**src/cclut_defines.vh**
```
// Register offsets, field positions, reset values and timing for the logic block.
`ifndef CCLUT_DEFINES_VH
`define CCLUT_DEFINES_VH
// ----------------------------------------------------------------
// Register offsets
// ----------------------------------------------------------------
`define CCLUT_ADDR_GLOBAL_CONTROL 4'h0
`define CCLUT_ADDR_PAIR_SEQ_CONTROL 4'h1
`define CCLUT_ADDR_STATUS 4'h2
`define CCLUT_ADDR_T0_CONTROL_A 4'h5
`define CCLUT_ADDR_T0_CONTROL_B 4'h6
`define CCLUT_ADDR_T0_CONTROL_C 4'h7
`define CCLUT_ADDR_T0_TRUTH 4'h8
`define CCLUT_ADDR_T1_CONTROL_A 4'h9
`define CCLUT_ADDR_T1_CONTROL_B 4'hA
`define CCLUT_ADDR_T1_CONTROL_C 4'hB
`define CCLUT_ADDR_T1_TRUTH 4'hC
// ----------------------------------------------------------------
// Field positions
// ----------------------------------------------------------------
`define CCLUT_GC_ENABLE 0
`define CCLUT_CA_ENABLE 0
`define CCLUT_CA_OUTEN 3
`define CCLUT_CA_FILT_LO 4
`define CCLUT_CA_FILT_HI 5
`define CCLUT_CA_CLKSEL 6
`define CCLUT_CA_EDGE 7
`define CCLUT_CB_IN0_LO 0
`define CCLUT_CB_IN0_HI 3
`define CCLUT_CB_IN1_LO 4
`define CCLUT_CB_IN1_HI 7
`define CCLUT_CC_IN2_LO 0
`define CCLUT_CC_IN2_HI 3
// ----------------------------------------------------------------
// Reset values
// ----------------------------------------------------------------
`define CCLUT_RST_BYTE 8'h00
`define CCLUT_RST_SEQ 4'h0
// ----------------------------------------------------------------
// Input sources
// ----------------------------------------------------------------
`define CCLUT_SRC_MASK 4'h0
`define CCLUT_SRC_FEEDBACK 4'h1
`define CCLUT_SRC_LINK 4'h2
`define CCLUT_SRC_EVENT_LINE_ZERO 4'h3
`define CCLUT_SRC_EVENT_LINE_ONE 4'h4
`define CCLUT_SRC_PIN 4'h5
`define CCLUT_SRC_COMPARATOR 4'h6
`define CCLUT_SRC_TIMER_A 4'h7
`define CCLUT_SRC_TIMER_B 4'h8
// ----------------------------------------------------------------
// Sequential functions and filter modes
// ----------------------------------------------------------------
`define CCLUT_SEQ_OFF 4'h0
`define CCLUT_SEQ_DFF 4'h1
`define CCLUT_SEQ_JK 4'h2
`define CCLUT_SEQ_DLATCH 4'h3
`define CCLUT_SEQ_RS 4'h4
`define CCLUT_FILT_OFF 2'h0
`define CCLUT_FILT_SYNC 2'h1
`define CCLUT_FILT_FILTER 2'h2
// ----------------------------------------------------------------
// Timing
// ----------------------------------------------------------------
`define CCLUT_CLOCK_MHZ 100
`endif

```
**src/cclut_logic.v**
```verilog
// Configurable look-up table pair with shared sequential element.
`timescale 1ns/1ns
//
// Notes on behaviour
// Output is truth bit indexed by inputs, input 2 most significant.
// A masked input enters the index as low.
// Global enable bit turns the whole block on or off.
// Each table has its own enable bit in control A.
// Sequential function select writable only while table 0 disabled.
// Table control fields besides enable writable only while disabled; control A also takes any write with enable set.
// Protected bits update with an enabling write, never a disabling one.
// Table clocked logic uses clock or input 2 when clock-select set.
// Sequential element uses the clock chosen for table 0.
// Software clears global enable before changing clock select.
// Feedback source gives both tables the sequential output.
// Link source gives table n the direct output of table n+1.
// Two event lines are selectable; software routes events first.
// Input 0 and 1 selects in control B, input 2 in control C.
// Inputs come from pins, events, comparator, timers, sub-blocks.
// Sequential element is D flip-flop, JK, D latch or RS latch.
// Outputs go to pins and events via optional sync or filter.
// Block keeps running while the processor is halted.
// Block raises no interrupts.
// With clock-select set, input 2 enters the index as low.
// Filter delays output four cycles and clears on disable.
// Disabled tables drive low and hold clocked state cleared.

`include "cclut_defines.vh"

module cclut_logic #(
  parameter NUM_TABLES = 2
) (
  // Clock, reset, enable
  input wire clk,
  input wire sys_rst,
  input wire clk_en,
  // Register port
  input wire [3:0] reg_addr,
  input wire [7:0] reg_wdata,
  input wire reg_we,
  input wire reg_re,
  output reg [7:0] reg_rdata,
  // Table sources, pins 3n to 3n+2 and timer bit n belong to table n
  input wire [3*NUM_TABLES-1:0] table_input_pins,
  input wire event_line_zero,
  input wire event_line_one,
  input wire comparator_out,
  input wire [1:0] timer_waveform,
  // Debug halt from the processor, deliberately ignored
  input wire debug_halt,
  // Results
  output reg [NUM_TABLES-1:0] table_output_pin,
  output reg [NUM_TABLES-1:0] table_output_pin_oe,
  output reg [NUM_TABLES-1:0] table_output_event,
  output reg pair_sequential_output
);

  // ----------------------------------------------------------------
  // Registers
  // ----------------------------------------------------------------
  reg global_enable_q;
  reg [3:0] sequential_function_select_q;
  reg [7:0] table_control_a_q [0:1];
  reg [7:0] table_control_b_q [0:1];
  reg [7:0] table_control_c_q [0:1];
  reg [7:0] table_truth_bits_q [0:1];

  wire [1:0] tbl_en;
  wire [1:0] run;
  assign tbl_en[0] = table_control_a_q[0][`CCLUT_CA_ENABLE];
  assign tbl_en[1] = table_control_a_q[1][`CCLUT_CA_ENABLE];
  assign run = tbl_en & {2{global_enable_q}};

  // A protected write lands while the table is off, or with an enabling
  // write; the disabling write only clears enable.
  wire [1:0] prot_ok;
  assign prot_ok[0] = ~tbl_en[0] | reg_wdata[`CCLUT_CA_ENABLE];
  assign prot_ok[1] = ~tbl_en[1] | reg_wdata[`CCLUT_CA_ENABLE];
  wire [1:0] prot_bc;
  assign prot_bc = ~tbl_en;

  integer k;
  always @(posedge clk) begin
    if (sys_rst) begin
      global_enable_q <= 1'b0;
      sequential_function_select_q <= `CCLUT_RST_SEQ;
      for (k = 0; k < 2; k = k + 1) begin
        table_control_a_q[k] <= `CCLUT_RST_BYTE;
        table_control_b_q[k] <= `CCLUT_RST_BYTE;
        table_control_c_q[k] <= `CCLUT_RST_BYTE;
        table_truth_bits_q[k] <= `CCLUT_RST_BYTE;
      end
    end else if (clk_en && reg_we) begin
      case (reg_addr)
        `CCLUT_ADDR_GLOBAL_CONTROL: begin
          global_enable_q <= reg_wdata[`CCLUT_GC_ENABLE];
        end
        `CCLUT_ADDR_PAIR_SEQ_CONTROL: begin
          if (!tbl_en[0]) begin
            sequential_function_select_q <= reg_wdata[3:0];
          end
        end
        `CCLUT_ADDR_T0_CONTROL_A: begin
          if (prot_ok[0]) table_control_a_q[0] <= reg_wdata;
          else table_control_a_q[0][`CCLUT_CA_ENABLE] <= 1'b0;
        end
        `CCLUT_ADDR_T1_CONTROL_A: begin
          if (prot_ok[1]) table_control_a_q[1] <= reg_wdata;
          else table_control_a_q[1][`CCLUT_CA_ENABLE] <= 1'b0;
        end
        `CCLUT_ADDR_T0_CONTROL_B: begin
          if (prot_bc[0]) table_control_b_q[0] <= reg_wdata;
        end
        `CCLUT_ADDR_T0_CONTROL_C: begin
          if (prot_bc[0]) table_control_c_q[0] <= reg_wdata;
        end
        `CCLUT_ADDR_T0_TRUTH: begin
          if (prot_bc[0]) table_truth_bits_q[0] <= reg_wdata;
        end
        `CCLUT_ADDR_T1_CONTROL_B: begin
          if (prot_bc[1]) table_control_b_q[1] <= reg_wdata;
        end
        `CCLUT_ADDR_T1_CONTROL_C: begin
          if (prot_bc[1]) table_control_c_q[1] <= reg_wdata;
        end
        `CCLUT_ADDR_T1_TRUTH: begin
          if (prot_bc[1]) table_truth_bits_q[1] <= reg_wdata;
        end
        default: ;
      endcase
    end
  end

  // ----------------------------------------------------------------
  // Read port
  // ----------------------------------------------------------------
  always @(posedge clk) begin
    if (sys_rst) begin
      reg_rdata <= 8'h00;
    end else if (clk_en) begin
      reg_rdata <= 8'h00;
      if (reg_re) begin
        case (reg_addr)
          `CCLUT_ADDR_GLOBAL_CONTROL: reg_rdata <= {7'h00, global_enable_q};
          `CCLUT_ADDR_PAIR_SEQ_CONTROL:
            reg_rdata <= {4'h0, sequential_function_select_q};
          `CCLUT_ADDR_STATUS:
            reg_rdata <= {3'h0, pair_sequential_output, 2'h0,
                          table_output_event};
          `CCLUT_ADDR_T0_CONTROL_A: reg_rdata <= table_control_a_q[0];
          `CCLUT_ADDR_T0_CONTROL_B: reg_rdata <= table_control_b_q[0];
          `CCLUT_ADDR_T0_CONTROL_C: reg_rdata <= table_control_c_q[0];
          `CCLUT_ADDR_T0_TRUTH: reg_rdata <= table_truth_bits_q[0];
          `CCLUT_ADDR_T1_CONTROL_A: reg_rdata <= table_control_a_q[1];
          `CCLUT_ADDR_T1_CONTROL_B: reg_rdata <= table_control_b_q[1];
          `CCLUT_ADDR_T1_CONTROL_C: reg_rdata <= table_control_c_q[1];
          `CCLUT_ADDR_T1_TRUTH: reg_rdata <= table_truth_bits_q[1];
          default: reg_rdata <= 8'h00;
        endcase
      end
    end
  end

  // ----------------------------------------------------------------
  // Input selection and truth tables
  // ----------------------------------------------------------------
  reg seq_q;
  reg [1:0] lut_raw;
  reg [2:0] idx [0:1];

  function sel_src;
    input [3:0] sel;
    input pin;
    input tmr;
    input link;
    input fb;
    begin
      case (sel)
        `CCLUT_SRC_MASK: sel_src = 1'b0;
        `CCLUT_SRC_FEEDBACK: sel_src = fb;
        `CCLUT_SRC_LINK: sel_src = link;
        `CCLUT_SRC_EVENT_LINE_ZERO: sel_src = event_line_zero;
        `CCLUT_SRC_EVENT_LINE_ONE: sel_src = event_line_one;
        `CCLUT_SRC_PIN: sel_src = pin;
        `CCLUT_SRC_COMPARATOR: sel_src = comparator_out;
        `CCLUT_SRC_TIMER_A: sel_src = tmr;
        `CCLUT_SRC_TIMER_B: sel_src = ~tmr;
        default: sel_src = 1'b0;
      endcase
    end
  endfunction

  // Link of the last table wraps to nothing and reads low.
  wire [1:0] link_src;
  assign link_src = {1'b0, lut_raw[1]};

  integer t, u, v, w;
  always @* begin
    for (t = 0; t < 2; t = t + 1) begin
      idx[t][0] = sel_src(table_control_b_q[t][3:0], table_input_pins[3*t],
                          timer_waveform[t], link_src[t], seq_q);
      idx[t][1] = sel_src(table_control_b_q[t][7:4], table_input_pins[3*t+1],
                          timer_waveform[t], link_src[t], seq_q);
      idx[t][2] = sel_src(table_control_c_q[t][3:0], table_input_pins[3*t+2],
                          timer_waveform[t], link_src[t], seq_q);
    end
  end

  always @* begin
    for (u = 0; u < 2; u = u + 1) begin
      if (!run[u]) begin
        lut_raw[u] = 1'b0;
      end else if (table_control_a_q[u][`CCLUT_CA_CLKSEL]) begin
        lut_raw[u] = table_truth_bits_q[u][{1'b0, idx[u][1:0]}];
      end else begin
        lut_raw[u] = table_truth_bits_q[u][idx[u]];
      end
    end
  end

  // ----------------------------------------------------------------
  // Clock qualification: rising edge of input 2 replaces the clock
  // ----------------------------------------------------------------
  reg [1:0] in2_s1_q;
  reg [1:0] in2_s2_q;
  reg [1:0] in2_s3_q;
  wire [1:0] tick;
  always @(posedge clk) begin
    if (sys_rst) begin
      in2_s1_q <= 2'b00;
      in2_s2_q <= 2'b00;
      in2_s3_q <= 2'b00;
    end else if (clk_en) begin
      in2_s1_q <= {idx[1][2], idx[0][2]};
      in2_s2_q <= in2_s1_q;
      in2_s3_q <= in2_s2_q;
    end
  end
  assign tick[0] = ~table_control_a_q[0][`CCLUT_CA_CLKSEL] |
                   (in2_s2_q[0] & ~in2_s3_q[0]);
  assign tick[1] = ~table_control_a_q[1][`CCLUT_CA_CLKSEL] |
                   (in2_s2_q[1] & ~in2_s3_q[1]);

  // ----------------------------------------------------------------
  // Output stage: synchroniser, filter and edge detector
  // ----------------------------------------------------------------
  reg [1:0] st1_q;
  reg [1:0] st2_q;
  reg [1:0] st3_q;
  reg [1:0] edge_q;
  reg [1:0] stage_out;
  // The filter passes a level only after three equal samples.
  reg [1:0] filt_q;
  always @(posedge clk) begin
    if (sys_rst) begin
      st1_q <= 2'b00;
      st2_q <= 2'b00;
      st3_q <= 2'b00;
      edge_q <= 2'b00;
      filt_q <= 2'b00;
    end else if (clk_en) begin
      for (v = 0; v < 2; v = v + 1) begin
        if (!run[v]) begin
          st1_q[v] <= 1'b0;
          st2_q[v] <= 1'b0;
          st3_q[v] <= 1'b0;
          edge_q[v] <= 1'b0;
          filt_q[v] <= 1'b0;
        end else if (tick[v]) begin
          st1_q[v] <= lut_raw[v];
          st2_q[v] <= st1_q[v];
          st3_q[v] <= st2_q[v];
          edge_q[v] <= stage_out[v];
          if (st1_q[v] == st2_q[v] && st2_q[v] == st3_q[v]) begin
            filt_q[v] <= st3_q[v];
          end
        end
      end
    end
  end

  reg [1:0] final_out;
  always @* begin
    for (w = 0; w < 2; w = w + 1) begin
      case (table_control_a_q[w][`CCLUT_CA_FILT_HI:`CCLUT_CA_FILT_LO])
        `CCLUT_FILT_OFF: stage_out[w] = lut_raw[w];
        `CCLUT_FILT_SYNC: stage_out[w] = st2_q[w];
        `CCLUT_FILT_FILTER: stage_out[w] = filt_q[w];
        default: stage_out[w] = 1'b0;
      endcase
      if (table_control_a_q[w][`CCLUT_CA_EDGE]) begin
        final_out[w] = stage_out[w] & ~edge_q[w];
      end else begin
        final_out[w] = stage_out[w];
      end
    end
  end

  // ----------------------------------------------------------------
  // Sequential element, timed by table 0's clock choice
  // ----------------------------------------------------------------
  reg seq_d;
  always @* begin
    seq_d = seq_q;
    case (sequential_function_select_q)
      `CCLUT_SEQ_DFF: if (final_out[1]) seq_d = final_out[0];
      `CCLUT_SEQ_JK: begin
        case ({final_out[0], final_out[1]})
          2'b01: seq_d = 1'b0;
          2'b10: seq_d = 1'b1;
          2'b11: seq_d = ~seq_q;
          default: seq_d = seq_q;
        endcase
      end
      `CCLUT_SEQ_DLATCH: if (final_out[1]) seq_d = final_out[0];
      `CCLUT_SEQ_RS: begin
        if (final_out[0]) seq_d = 1'b1;
        else if (final_out[1]) seq_d = 1'b0;
      end
      default: seq_d = 1'b0;
    endcase
  end

  // The latch forms update every cycle so they follow the gate level.
  wire seq_latch;
  assign seq_latch =
    (sequential_function_select_q == `CCLUT_SEQ_DLATCH) ||
    (sequential_function_select_q == `CCLUT_SEQ_RS);

  always @(posedge clk) begin
    if (sys_rst) begin
      seq_q <= 1'b0;
    end else if (clk_en) begin
      if (!run[0]) begin
        seq_q <= 1'b0;
      end else if (tick[0] || seq_latch) begin
        seq_q <= seq_d;
      end
    end
  end

  // ----------------------------------------------------------------
  // Outputs; the halt input is not used so debug never stops the block
  // ----------------------------------------------------------------
  wire seq_on;
  assign seq_on = sequential_function_select_q != `CCLUT_SEQ_OFF;
  always @(posedge clk) begin
    if (sys_rst) begin
      table_output_pin <= 2'b00;
      table_output_pin_oe <= 2'b00;
      table_output_event <= 2'b00;
      pair_sequential_output <= 1'b0;
    end else if (clk_en) begin
      table_output_event[0] <= seq_on ? seq_q : final_out[0];
      table_output_event[1] <= final_out[1];
      table_output_pin[0] <= seq_on ? seq_q : final_out[0];
      table_output_pin[1] <= final_out[1];
      table_output_pin_oe[0] <= table_control_a_q[0][`CCLUT_CA_OUTEN];
      table_output_pin_oe[1] <= table_control_a_q[1][`CCLUT_CA_OUTEN];
      pair_sequential_output <= seq_q;
    end
  end

endmodule // cclut_logic

```
**config.mk**
```make
export PLATFORM = sky130hd
export DESIGN_NAME = cclut_logic
export DESIGN_NICKNAME = d
export VERILOG_FILES = /design/src/cclut_logic.v
export VERILOG_INCLUDE_DIRS = /design/src
export SDC_FILE = /design/constraint.sdc
export NUM_CORES = 1
export LEC_CHECK = 0
export BUFFER_PORTS_ARGS = -buffer_cell sky130_fd_sc_hd__buf_2
export CAP_MARGIN = 40
export CELL_PAD_IN_SITES_DETAIL_PLACEMENT = 1
export CELL_PAD_IN_SITES_GLOBAL_PLACEMENT = 2
export CORE_MARGIN = 3
export CORE_UTILIZATION = 39
export CTS_CLUSTER_DIAMETER = 120
export CTS_CLUSTER_SIZE = 20
export DETAILED_ROUTE_END_ITERATION = 8
export GPL_ROUTABILITY_DRIVEN = 1
export PLACE_DENSITY_LB_ADDON = 0.1
export SLEW_MARGIN = 20
export SYNTH_ARGS = -nofsm -noshare
export SYNTH_HDL_FRONTEND = slang
export SYNTH_SLANG_ARGS = --single-unit
```
**constraint.sdc**
```tcl
create_clock -name clk -period 5.7 [get_ports clk]
set_input_delay 1.14 -clock clk [delete_from_list [all_inputs] [get_ports clk]]
set_output_delay 1.14 -clock clk [all_outputs]
set_load 0.05 [all_outputs]
```
==> key figures <==
Clock network
  • Post-CTS sizing: 0
  • Clock latency on the worst-skew pair: 0.36 ns
  • Number of H-tree levels: 3
  • Clock transition at the registers of the reported paths: 0.07 ns
  • Clock tree root buffer cell: sky130_fd_sc_hd__clkbuf_16
  • Longest Clk Path Bufs: 2
  • Post-cts hold buffer count: 0
  • CTS sink cnt: 99
  • Post-CTS repair timing setup buffer count: 0
  • CTS Buf Count: 9
  • Clock tree from TritonCTS: yes

Timing
  • Number of hold violations in the final report: 0
  • Setup repair after global routing missed its margin: false
  • Portion of the clock cycle consumed by the worst path in the final layout: 0.797
  • Max-Slew Margin vs Limit: 0.368
  • Max Clock Skew: 0.0106 ns
  • Worst hold margin: 0.462 ns
  • Fmax achieved: 220 MHz
  • Final setup viols: 0
  • Number of slew-limit violations in the final report: 0
  • Setup TNS Final: 0 ns
  • Min Clock Period, post-route: 4.54 ns
  • Slew of the pin with the lowest slew margin: 0.940 ns

Global routing
  • Routing usage on met2: 0.401
  • M1 GR Usage: 0.335
  • Number of global-route vias before repair: 4513
  • Number of antenna violations at the first check in global routing: 0
  • Total Routing Usage GR: 0.252
  • First-pass GRT wire length: 27400 µm
  • Overflow after GRT: 0
  • Most crowded layer after global routing: met2
  • Largest net degree at the start of global routing: 31
  • Met3 track demand over resource: 0.0585

Power
  • Leakage power summed over all cells: 0.00217 µW
  • Sum of internal, switching and leakage power: 1560 µW
  • Ratio of total power to cell area: 266 mW/mm²
  • Max VDD drop: 0.000214 V

Floorplanning
  • Initial cell density of the core: 0.406
  • Height of the chip: 122 µm
  • Horizontal die dimension: 122 µm
  • Num ports: 44
  • Std cell rows: 41
  • Core Region: 0.0129 mm²
  • Die area: 0.0148 mm²

Worst setup path
  • Source of the critical timing path: timer_waveform[1]
  • Required arrival time at the worst endpoint: 5.98 ns
  • Worst-case reg-to-reg path depth: 17
  • Arrival time at the worst endpoint: 4.82 ns
  • Worst Setup Start Kind: primary input
  • Slowest cell on the critical path: sky130_fd_sc_hd__mux4_2
  • CP cell instances: buf_2, mux4_2, a221o_1, and3b_4, nor2_4, o211ai_2, and3_4, mux2_4, o221ai_2, a21oi_2, o21ai_1, inv_1, ha_1, nand2b_1, o221ai_1, a21oi_1, a31oi_2, mux2i_1
  • Reg2Reg Setup Slack: 1.52 ns
  • Maximum fanout encountered on the critical timing path: 6
  • Setup crit end kind: flip-flop
  • Crit path kind: primary input to flip-flop
  • Capture instance of the worst register-to-register path: sel_src.fb$_SDFFE_PP0P_
  • Top delay family on crit path: compound AO/OA/AOI/OAI gates
  • RR Startpoint: table_control_b_q[0][13]$_DFFE_PP_
  • Total buffers and inverters traversed by the critical path: 2
  • Maximum cell stage delay along the critical path: 0.47 ns

Synthesis
  • #FFs+latches synth: 99
  • Summed instance area of the synthesized netlist: 0.00523 mm²
  • Main combinational cell family by area after synthesis: simple AND/OR/NAND/NOR gates
  • Sequential-to-total area share from yosys stat: 0.499
  • Post-synth top area share: 0.361
  • Top area cells in the synthesized netlist: sky130_fd_sc_hd__edfxtp_1 (36%), sky130_fd_sc_hd__dfxtp_1 (14%), sky130_fd_sc_hd__and2_1 (4.9%)
  • Flip-flop cell with the highest count after synthesis: sky130_fd_sc_hd__edfxtp_1
  • Simple-gate area share of the yosys netlist: 0.203
  • Synthesized instance count: 516
  • Yosys top cell by area: sky130_fd_sc_hd__edfxtp_1
  • Synthesized area divided by synthesized cell count: 10.1 µm²
  • Synth cell types: 66
  • Net count after synthesis: 547
  • Number of enable flip-flop cells after synthesis: 63
  • Ys async rst share: 0
  • Proportion of synthesized area in mux cells: 0.0717
  • Synthesis warning total: 0
  • Synth Area in Compound Gates: 0.189
  • Most instantiated library cell after synthesis: sky130_fd_sc_hd__edfxtp_1
  • Post-synthesis share of cell area spent on xor and xnor gates: 0
  • Adder-cell share of the synthesized area: 0.00478
  • Top post-synthesis cells by count: sky130_fd_sc_hd__edfxtp_1 (63), sky130_fd_sc_hd__nand2_1 (45), sky130_fd_sc_hd__nor2_1 (42)

Min path
  • Worst min-delay path startpoint: reg_rdata[7]$_SDFFE_PP0P_
  • WHS Endpoint: reg_rdata[7]$_SDFFE_PP0P_
  • Hold Path Depth: 2
  • Hold WC Path Type: flip-flop to flip-flop

Final layout
  • Area delta synth->final: 12.1%
  • Number of antenna diodes: 0
  • Nets@finish: 579
  • Final Non-Filler Cells: 724
  • Fraction of layout cells with a size suffix above 1: 0.152
  • Finished layout cell area: 0.00587 mm²

Routing
  • Remaining number of nets flagged by the antenna check after routing: 0
  • First-iteration detailed-routing DRC count: 596
  • Vias per Instance: 6.15
  • Routed WL per cell: 24.8 µm
  • 1st-pass router iterations: 6
  • DRC Markers: 0
  • WL final: 18000 µm
  • Total via count after detailed routing: 4451

Flow run
  • Count of maximum capacitance violations: 0

Run status
  • Outcome: complete, no violations

Placed design
  • Last weighted congestion value of the routability-driven placer: 0.894
  • Cell area reported after detailed placement: 0.00558 mm²
  • Detail Placement HPWL: 13600 µm
  • Port Buffers: 42
  • # placed instances: 707
[final cells by class]
class | instances | area (µm²)
fillers | 1437 | 7010
flip-flops and latches | 99 | 2610
multi-input cells | 376 | 2450
repair buffers | 47 | 250
clock buffers | 9 | 225
well taps | 172 | 215
inverters | 15 | 56.3
clock inverters | 6 | 55.1
[stage by stage]
step | setup slack (ns) | util
floorplan | 1.33 | -
CTS | 1.16 | 0.455
finish | 1.16 | 0.456
detailed placement | 0.832 | 0.433
global route | 0.944 | 0.456
global placement | 0.906 | 0.431
[power breakdown]
part	switching [µW]	internal [µW]
logic	98.6	52.6
clock network	288	303
registers	33.5	785
[cells in the final DEF, fill, tap and decap left out, drive strengths merged, types with 3 or more instances in the layout]
| master | instances |
|---|---|
| edfxtp | 63 |
| buf | 46 |
| nand2 | 45 |
| nor2 | 43 |
| and2 | 41 |
| dfxtp | 36 |
| a21oi | 30 |
| o21ai | 24 |
| mux2i | 21 |
| nand3 | 19 |
| inv | 19 |
| a22oi | 14 |
| clkbuf | 10 |
| nand3b | 9 |
| a222oi | 8 |
| a31oi | 8 |
| nand2b | 7 |
| nor3 | 7 |
| a211oi | 7 |
| a21o | 7 |
| nor2b | 7 |
| nand4 | 6 |
| mux2 | 6 |
| o22ai | 5 |
| mux4 | 4 |
| a221oi | 4 |
| o211ai | 4 |
| o221ai | 4 |
| o21bai | 3 |
| nor3b | 3 |
| o31ai | 3 |
| a32oi | 3 |
| a22o | 3 |
| and3 | 3 |
| or3b | 3 |
[cells by family (layout without fill, tap and decap cells)]
| group | after synthesis | after routing |
|---|---|---|
| AND/OR/NAND/NOR | 202 | 202 |
| AO/OA/AOI/OAI | 141 | 141 |
| flip-flops | 99 | 99 |
| buffers and inverters | 41 | 77 |
| multiplexers | 31 | 31 |
| adder cells (fa/ha/maj) | 2 | 2 |
[worst max-delay path by stage]
| stage | to | cells after the start |
|---|---|---|
| finish | sel_src.fb$_SDFFE_PP0P_ | 18 |
| detailed placement | sel_src.fb$_SDFFE_PP0P_ | 18 |
| floorplan | sel_src.fb$_SDFFE_PP0P_ | 17 |
| CTS | sel_src.fb$_SDFFE_PP0P_ | 18 |
| global placement | sel_src.fb$_SDFFE_PP0P_ | 18 |
| global route | sel_src.fb$_SDFFE_PP0P_ | 18 |
[registers in the layout, summed over array words and instances (netlist names), 4 cells and up]
name                          count
reg_rdata                         8
sequential_function_select_q      4
table_control_a_q                16
table_control_b_q                16
table_control_c_q                16
table_truth_bits_q               16
[worst reg2reg max path, delay by kind of cell, from the launching register on]
kind,cells,cell delay [ns]
adder cells (fa/ha/maj),1,0.20
flip-flops,1,0.52
AO/OA/AOI/OAI,9,1.96
buffers and inverters,1,0.10
multiplexers,3,0.80
AND/OR/NAND/NOR,3,0.50
[routing by layer]
| layer | part of all wire | vias up |
|---|---|---|
| met3 | 0.074 | 33 |
| li1 | - | 2022 |
| met5 | 0 | - |
| met2 | 0.47 | 169 |
| met1 | 0.43 | 2227 |
| met4 | 0.033 | 0 |
(Power assumes the default switching activity.)
